### config.mk
export PLATFORM = sky130hd
export DESIGN_NAME = bfr_regs
export DESIGN_NICKNAME = d
export VERILOG_FILES = /design/src/hdl/bfr_pkg.sv /design/src/hdl/bfr_regs.sv
export SDC_FILE = /design/constraint.sdc
export NUM_CORES = 1
export LEC_CHECK = 0
export ABC_AREA = 0
export BUFFER_PORTS_ARGS = -buffer_cell sky130_fd_sc_hd__buf_2
export CAP_MARGIN = 20
export CORE_AREA = 2 2 154 156
export CTS_CLUSTER_DIAMETER = 150
export DETAILED_ROUTE_END_ITERATION = 7
export DIE_AREA = 0 0 156 158
export GPL_ROUTABILITY_DRIVEN = 0
export HOLD_SLACK_MARGIN = 0.02
export SLEW_MARGIN = 20
export SYNTH_ARGS = -nofsm -noshare
export SYNTH_HDL_FRONTEND = slang
export SYNTH_SLANG_ARGS = --single-unit
### constraint.sdc
create_clock -name i_clk -period 3.2 [get_ports i_clk]
set_clock_uncertainty 0.05 [all_clocks]
set_input_delay 0.64 -clock i_clk [delete_from_list [all_inputs] [get_ports i_clk]]
set_output_delay 0.64 -clock i_clk [all_outputs]
set_load 0.02 [all_outputs]
### src/hdl/bfr_pkg.sv
// Constants of the drawing engine format register bank.
// Assumes a 32-bit Avalon-MM slave port with byte addressing.
package bfr_pkg;

    // ==========================================================
    // Register indices and byte addresses (byte = 4 * index)
    // ==========================================================
    localparam logic [7:0] IDX_FG_COLOR   = 8'h14;
    localparam logic [7:0] IDX_STR_HEIGHT = 8'h1c;
    localparam logic [7:0] IDX_FMT_SELECT = 8'h1e;
    localparam logic [7:0] IDX_CMP_COLOR  = 8'h20;
    localparam int         ADDR_W         = 8;

    // ==========================================================
    // Field positions
    // ==========================================================
    localparam int HEIGHT_W      = 12;
    localparam int FMT_LOC_LSB   = 0;
    localparam int FMT_PIX_LSB   = 4;
    localparam int FMT_COL_LSB   = 8;
    localparam int FMT_ROW_LSB   = 11;
    localparam int FMT_OVR_BIT   = 14;
    localparam int COLOR_W       = 24;

    // Writable bits of the format register
    localparam logic [15:0] FMT_WMASK = 16'h7f3f;

    // ==========================================================
    // Codes and reset values
    // ==========================================================
    localparam logic [3:0] LOC_LINEAR = 4'hf;
    localparam logic [1:0] PIX_8      = 2'h0;
    localparam logic [1:0] PIX_16     = 2'h1;
    localparam logic [1:0] PIX_32     = 2'h2;
    localparam logic [1:0] PIX_24     = 2'h3;
    localparam logic [31:0] RST_VALUE = 32'h0000_0000;

    typedef enum logic [1:0] {
        BFR_IDLE = 2'b01,
        BFR_ACK  = 2'b10
    } bfr_bus_e;

endpackage : bfr_pkg

### src/hdl/bfr_regs.sv
// Format, stretch and color compare registers of the drawing engine.
// Assumes an Avalon-MM master on the engine clock; the datapath reads
// the decoded fields and supplies one pattern row for rotation.
//
// What this block does
// - Stretch height holds 12 bits, rest reserved
// - Overwrite clear: pattern address only when linear
// - Overwrite set: pattern address in every mode
// - Pattern row valid if overwrite or loc 11xx
// - Pattern column valid under same condition
// - Nonzero column rotates pattern row horizontally
// - Pixel format: 8, 16, 32, packed 24 bpp
// - Location all ones is linear, else X-Y
// - X-Y origin top-left; linear counts sequentially
// - Compare value follows selected pixel format
// - Compare layout per format, bits 31:24 reserved
// - Foreground color laid out like compare value
`timescale 1ns/1ps
`default_nettype none

module bfr_regs #(
    parameter int PIX_W = 8,
    parameter int PAT_N = 8
) (
    input  wire logic                      i_clk,
    input  wire logic                      i_rst_b,
    input  wire logic [bfr_pkg::ADDR_W-1:0] i_avs_address,
    input  wire logic                      i_avs_read,
    input  wire logic                      i_avs_write,
    input  wire logic [31:0]               i_avs_writedata,
    input  wire logic [3:0]                i_avs_byteenable,
    output logic      [31:0]               o_avs_readdata,
    output logic                           o_avs_waitrequest,
    input  wire logic [PIX_W*PAT_N-1:0]    i_pat_row,
    output logic      [PIX_W*PAT_N-1:0]    o_pat_row_rot,
    output logic      [11:0]               o_stretch_height,
    output logic      [1:0]                o_pixel_format,
    output logic                           o_linear_mode,
    output logic                           o_xy_mode,
    output logic                           o_pat_addr_en,
    output logic                           o_pat_origin_valid,
    output logic      [2:0]                o_pat_origin_row,
    output logic      [2:0]                o_pat_origin_col,
    output logic      [23:0]               o_color_compare,
    output logic      [23:0]               o_foreground_color
);

    // ==========================================================
    // Bus handshake: one wait state per access
    // ==========================================================
    bfr_pkg::bfr_bus_e state_reg;
    bfr_pkg::bfr_bus_e state_next;
    logic [31:0]       rdata_reg;
    logic [31:0]       rdata_next;
    wire logic         req;
    wire logic         done;
    wire logic [7:0]   idx;

    assign req  = i_avs_read | i_avs_write;
    assign done = req & (state_reg == bfr_pkg::BFR_ACK);
    assign idx  = {2'h0, i_avs_address[bfr_pkg::ADDR_W-1:2]};
    assign o_avs_waitrequest = req & ~done;
    assign o_avs_readdata    = rdata_reg;

    always_comb
    begin
        unique case (state_reg)
            bfr_pkg::BFR_IDLE: state_next = req ? bfr_pkg::BFR_ACK
                                                : bfr_pkg::BFR_IDLE;
            bfr_pkg::BFR_ACK:  state_next = bfr_pkg::BFR_IDLE;
            default:           state_next = bfr_pkg::BFR_IDLE;
        endcase
    end

    // ==========================================================
    // Storage; only defined bits are written, so reserved bits read zero
    // ==========================================================
    logic [11:0] height_reg;
    logic [15:0] fmt_reg;
    logic [23:0] cmp_reg;
    logic [23:0] fg_reg;
    wire logic   wr;
    wire logic [31:0] bmask;

    assign wr    = i_avs_write & done;
    assign bmask = {{8{i_avs_byteenable[3]}}, {8{i_avs_byteenable[2]}},
                    {8{i_avs_byteenable[1]}}, {8{i_avs_byteenable[0]}}};

    wire logic [31:0] wmerge_h;
    wire logic [31:0] wmerge_f;
    wire logic [31:0] wmerge_c;
    wire logic [31:0] wmerge_g;
    assign wmerge_h = (i_avs_writedata & bmask) | ({20'h0, height_reg} & ~bmask);
    assign wmerge_f = (i_avs_writedata & bmask) | ({16'h0, fmt_reg} & ~bmask);
    assign wmerge_c = (i_avs_writedata & bmask) | ({8'h0, cmp_reg} & ~bmask);
    assign wmerge_g = (i_avs_writedata & bmask) | ({8'h0, fg_reg} & ~bmask);

    always_comb
    begin
        unique case (idx)
            bfr_pkg::IDX_STR_HEIGHT: rdata_next = {20'h0, height_reg};
            bfr_pkg::IDX_FMT_SELECT: rdata_next = {16'h0, fmt_reg};
            bfr_pkg::IDX_CMP_COLOR:  rdata_next = {8'h0, cmp_reg};
            bfr_pkg::IDX_FG_COLOR:   rdata_next = {8'h0, fg_reg};
            default:                 rdata_next = 32'h0000_0000;
        endcase
    end

    always_ff @(posedge i_clk or negedge i_rst_b)
    begin
        if (!i_rst_b)
        begin
            state_reg <= bfr_pkg::BFR_IDLE;
            rdata_reg <= bfr_pkg::RST_VALUE;
        end
        else
        begin
            state_reg <= state_next;
            if (i_avs_read && !done)
                rdata_reg <= rdata_next;
        end
    end

    // Contents are meaningless until written; zero only for determinism
    always_ff @(posedge i_clk or negedge i_rst_b)
    begin
        if (!i_rst_b)
        begin
            height_reg <= bfr_pkg::RST_VALUE[11:0];
            fmt_reg    <= bfr_pkg::RST_VALUE[15:0];
            cmp_reg    <= bfr_pkg::RST_VALUE[23:0];
            fg_reg     <= bfr_pkg::RST_VALUE[23:0];
        end
        else if (wr)
        begin
            if (idx == bfr_pkg::IDX_STR_HEIGHT)
                height_reg <= wmerge_h[11:0];
            if (idx == bfr_pkg::IDX_FMT_SELECT)
                fmt_reg <= wmerge_f[15:0] & bfr_pkg::FMT_WMASK;
            if (idx == bfr_pkg::IDX_CMP_COLOR)
                cmp_reg <= wmerge_c[23:0];
            if (idx == bfr_pkg::IDX_FG_COLOR)
                fg_reg <= wmerge_g[23:0];
        end
    end

    // ==========================================================
    // Field decode toward the drawing datapath
    // ==========================================================
    wire logic [3:0] loc;
    wire logic       ovr;
    wire logic [2:0] row_raw;
    wire logic [2:0] col_raw;
    wire logic [23:0] fmt_mask;

    assign loc     = fmt_reg[bfr_pkg::FMT_LOC_LSB +: 4];
    assign ovr     = fmt_reg[bfr_pkg::FMT_OVR_BIT];
    assign row_raw = fmt_reg[bfr_pkg::FMT_ROW_LSB +: 3];
    assign col_raw = fmt_reg[bfr_pkg::FMT_COL_LSB +: 3];

    assign o_stretch_height = height_reg;
    assign o_pixel_format   = fmt_reg[bfr_pkg::FMT_PIX_LSB +: 2];
    // X-Y mode puts (0,0) at top-left
    assign o_linear_mode    = (loc == bfr_pkg::LOC_LINEAR);
    assign o_xy_mode        = ~o_linear_mode;
    assign o_pat_addr_en    = ovr | o_linear_mode;
    assign o_pat_origin_valid = ovr | (loc[3:2] == 2'b11);
    assign o_pat_origin_row = o_pat_origin_valid ? row_raw : 3'h0;
    assign o_pat_origin_col = o_pat_origin_valid ? col_raw : 3'h0;

    // Format 10 has no compare layout; keep all 24 bits there
    assign fmt_mask =
        (o_pixel_format == bfr_pkg::PIX_8)  ? 24'h0000ff :
        (o_pixel_format == bfr_pkg::PIX_16) ? 24'h00ffff : 24'hffffff;
    assign o_color_compare    = cmp_reg & fmt_mask;
    assign o_foreground_color = fg_reg & fmt_mask;

    // ==========================================================
    // Pattern row rotation by the origin column
    // ==========================================================
    logic [PIX_W*PAT_N-1:0] rot_next;

    genvar gi;
    generate
        for (gi = 0; gi < PAT_N; gi++)
        begin : g_rot
            // Index worked out in int so the sum cannot wrap at 3 bits before the modulo
            assign rot_next[gi*PIX_W +: PIX_W] =
                i_pat_row[((gi + int'(o_pat_origin_col)) % PAT_N)*PIX_W
                          +: PIX_W];
        end
    endgenerate

    always_ff @(posedge i_clk or negedge i_rst_b)
    begin
        if (!i_rst_b)
            o_pat_row_rot <= '0;
        else
            o_pat_row_rot <= rot_next;
    end

endmodule : bfr_regs

`default_nettype wire

==> flow_summary.ini <==
[power_and_ir_drop]
cellPowerDensity_mw_per_mm2 = 473
power.total_uw = 5230
power.leakage_uw = 0.00521
ir_drop_mv = 0.316

[clocking]
postCtsResizedCells = 0
cts_tree = built
clk_pin_slew_worst_paths_ns = 0.07
postCtsSetupBuffers = 0
cts_root_buffer = clkbuf_16
numCtsBuffers = 17
insertion_delay_ns = 0.42
postCtsHoldBufs = 0
h-tree-depth = 4
clock_path_buffers = 2
clock_sink_count = 163

[setup_path]
path_class = register to output port
start_kind = register
rrSetupSlack_ns = 0.50
endpoint_kind = output port
cp.arrival_ns = 2.12
crit_required_ns = 2.51
path_max_fanout = 40

[final_layout]
layout.nets = 1133
final_common_cell = buf_2
final_cell_mix = buf_2 (260), dfrtp_1 (161), mux2_2 (121), o21ai_0 (58), nor2b_1 (47)
area_growth_pct = 22.7
drive_gt1_share_pct = 45.3

[logic_synthesis]
avgSynthCellArea_sq_um = 11.2
synth_cells = 803
ys_seq_area_share_pct = 45.2
async_reset_ff_share_pct = 100
syn_area_sq_mm = 0.00902
synth_edf_count = 0
synth_flop_cell = dfrtp_1
synth_cell_types = 50
ys_warn_count = 0
ys_ff_latch = 163

[worst_hold_path]
min_path_type = input pin to asynchronous set/reset pin

[sta]
slew_violations = 0
setup_viol = 0
hold_violations = 0
max_freq_mhz = 356
finalCriticalPeriod_ns = 2.81
max-slew-margin-rel_pct = 37.4
tightest_slew_ns = 0.939
rsz0062_at_grt = no
fin_crit_sh_pct = 87.8
tns_ns = 0

[floorplanning]
pin_count = 281
die_area_sq_mm = 0.0246
fp-row-count = 56
coreArea_sq_mm = 0.0231
die_x_um = 156
die_y_um = 158
initial_core_util_pct = 39.2

[placed_design]
dp_hpwl_um = 20700
numPortBuffers = 261

[routing]
routed_wl_um = 28400
num_vias = 7497
ant_nets = 0
vias_per_cell = 5.61
dr.pass1.iters = 6
drc = 0
wl_per_cell_um = 21.2
drtIter0Drc = 812

[flow_run]
drv_cap = 0

[global_routing]
grt.overflow.total = 0
grt_max_degree = 81
grt_pass1_vias = 7123
grt_usage_pct = 22.7
antenna_found_initial = 17
grt_pass1_wl_um = 42600

[run_status]
status = finished, final reports clean
report_power, final:
| group | internal (uW) | total (uW) | switching [uW] |
|---|---|---|---|
| registers | 2190 | 2260 | 63.1 |
| clock network | 1120 | 2030 | 914 |
| logic | 351 | 944 | 592 |
| total | 3670 | 5230 | 1570 |
cells in the mapped netlist, types with 25 or more instances:
cell | instances | area [sq um]
a31oi_1 | 34 | 213
nand2_1 | 33 | 124
dfrtp_1 | 162 | 4050
a2111oi_0 | 32 | 280
nor2b_1 | 47 | 294
and2_1 | 25 | 156
o21ai_0 | 58 | 290
mux2i_1 | 40 | 400
buf_4 | 27 | 203
nand3_1 | 35 | 175
mux2_2 | 121 | 1360
clkbuf_1 | 45 | 169
final cells by class:
class	instances	area, sq um
antenna	14	35.0
multi-input combinational	546	4470
inverter	8	32.5
tap	290	363
clock inverter	13	138
fill	2184	12000
timing repair buffer	284	1510
clock buffer	19	443
sequential	163	4080
layer usage:
layer  wire (um)  GRT usage, %
met1       12700          33.5
met2       12600          32.4
met3        2150          4.35
met4         923          10.2
met5          27             0
worst paths after layout:
kind                                              endpoint  cells past startpoint
worst max register to register           o_pat_row_rot[26]                      5
max in group asynchronous                o_pat_row_rot[18]                      2
worst max-delay path                   o_pat_origin_row[0]                      5
worst min-delay path            asynchronous set/reset pin                      1
worst min register to register                state_reg[1]                      1
min in group i_clk                            state_reg[1]                      1
through the flow:
step / setup WS, ns / util [%] / cells / hold slack, ns / cell area, sq um
3_3_place_gp: 0.607 / 45.4 / 1291 / 0.375 / 10500
2_1_floorplan: 0.219 / - / 810 / 0.294 / 9050
3_5_place_dp: 0.572 / 45.4 / 1291 / 0.383 / 10500
5_1_grt: 0.262 / 48.0 / 1336 / 0.255 / 11100
6_report: 0.392 / 48.0 / 1337 / 0.206 / 11100
4_1_cts: 0.395 / 47.9 / 1323 / 0.233 / 11000
cell families (layout without fill, tap and decap cells):
kind of cell | count (synthesis) | after routing | synth area share, %
AO/OA/AOI/OAI | 183 | 183 | 13.9
multiplexers | 177 | 177 | 23.5
AND/OR/NAND/NOR | 174 | 174 | 11.0
flip-flops | 163 | 163 | 45.2
buffers and inverters | 101 | 324 | 5.70
XOR/XNOR | 3 | 3 | 0.499
adder cells (fa/ha/maj) | 1 | 1 | 0.139
other | 1 | 22 | 0.0416
critical path: stages, from the launching register on:
cell and delay (ns):
dfrtp_1 0.51, a21oi_4 0.07, inv_2 0.24, buf_4 0.46, and2_1 0.23, buf_2 0.18
Note: power is estimated with default switching activity, not from simulation.
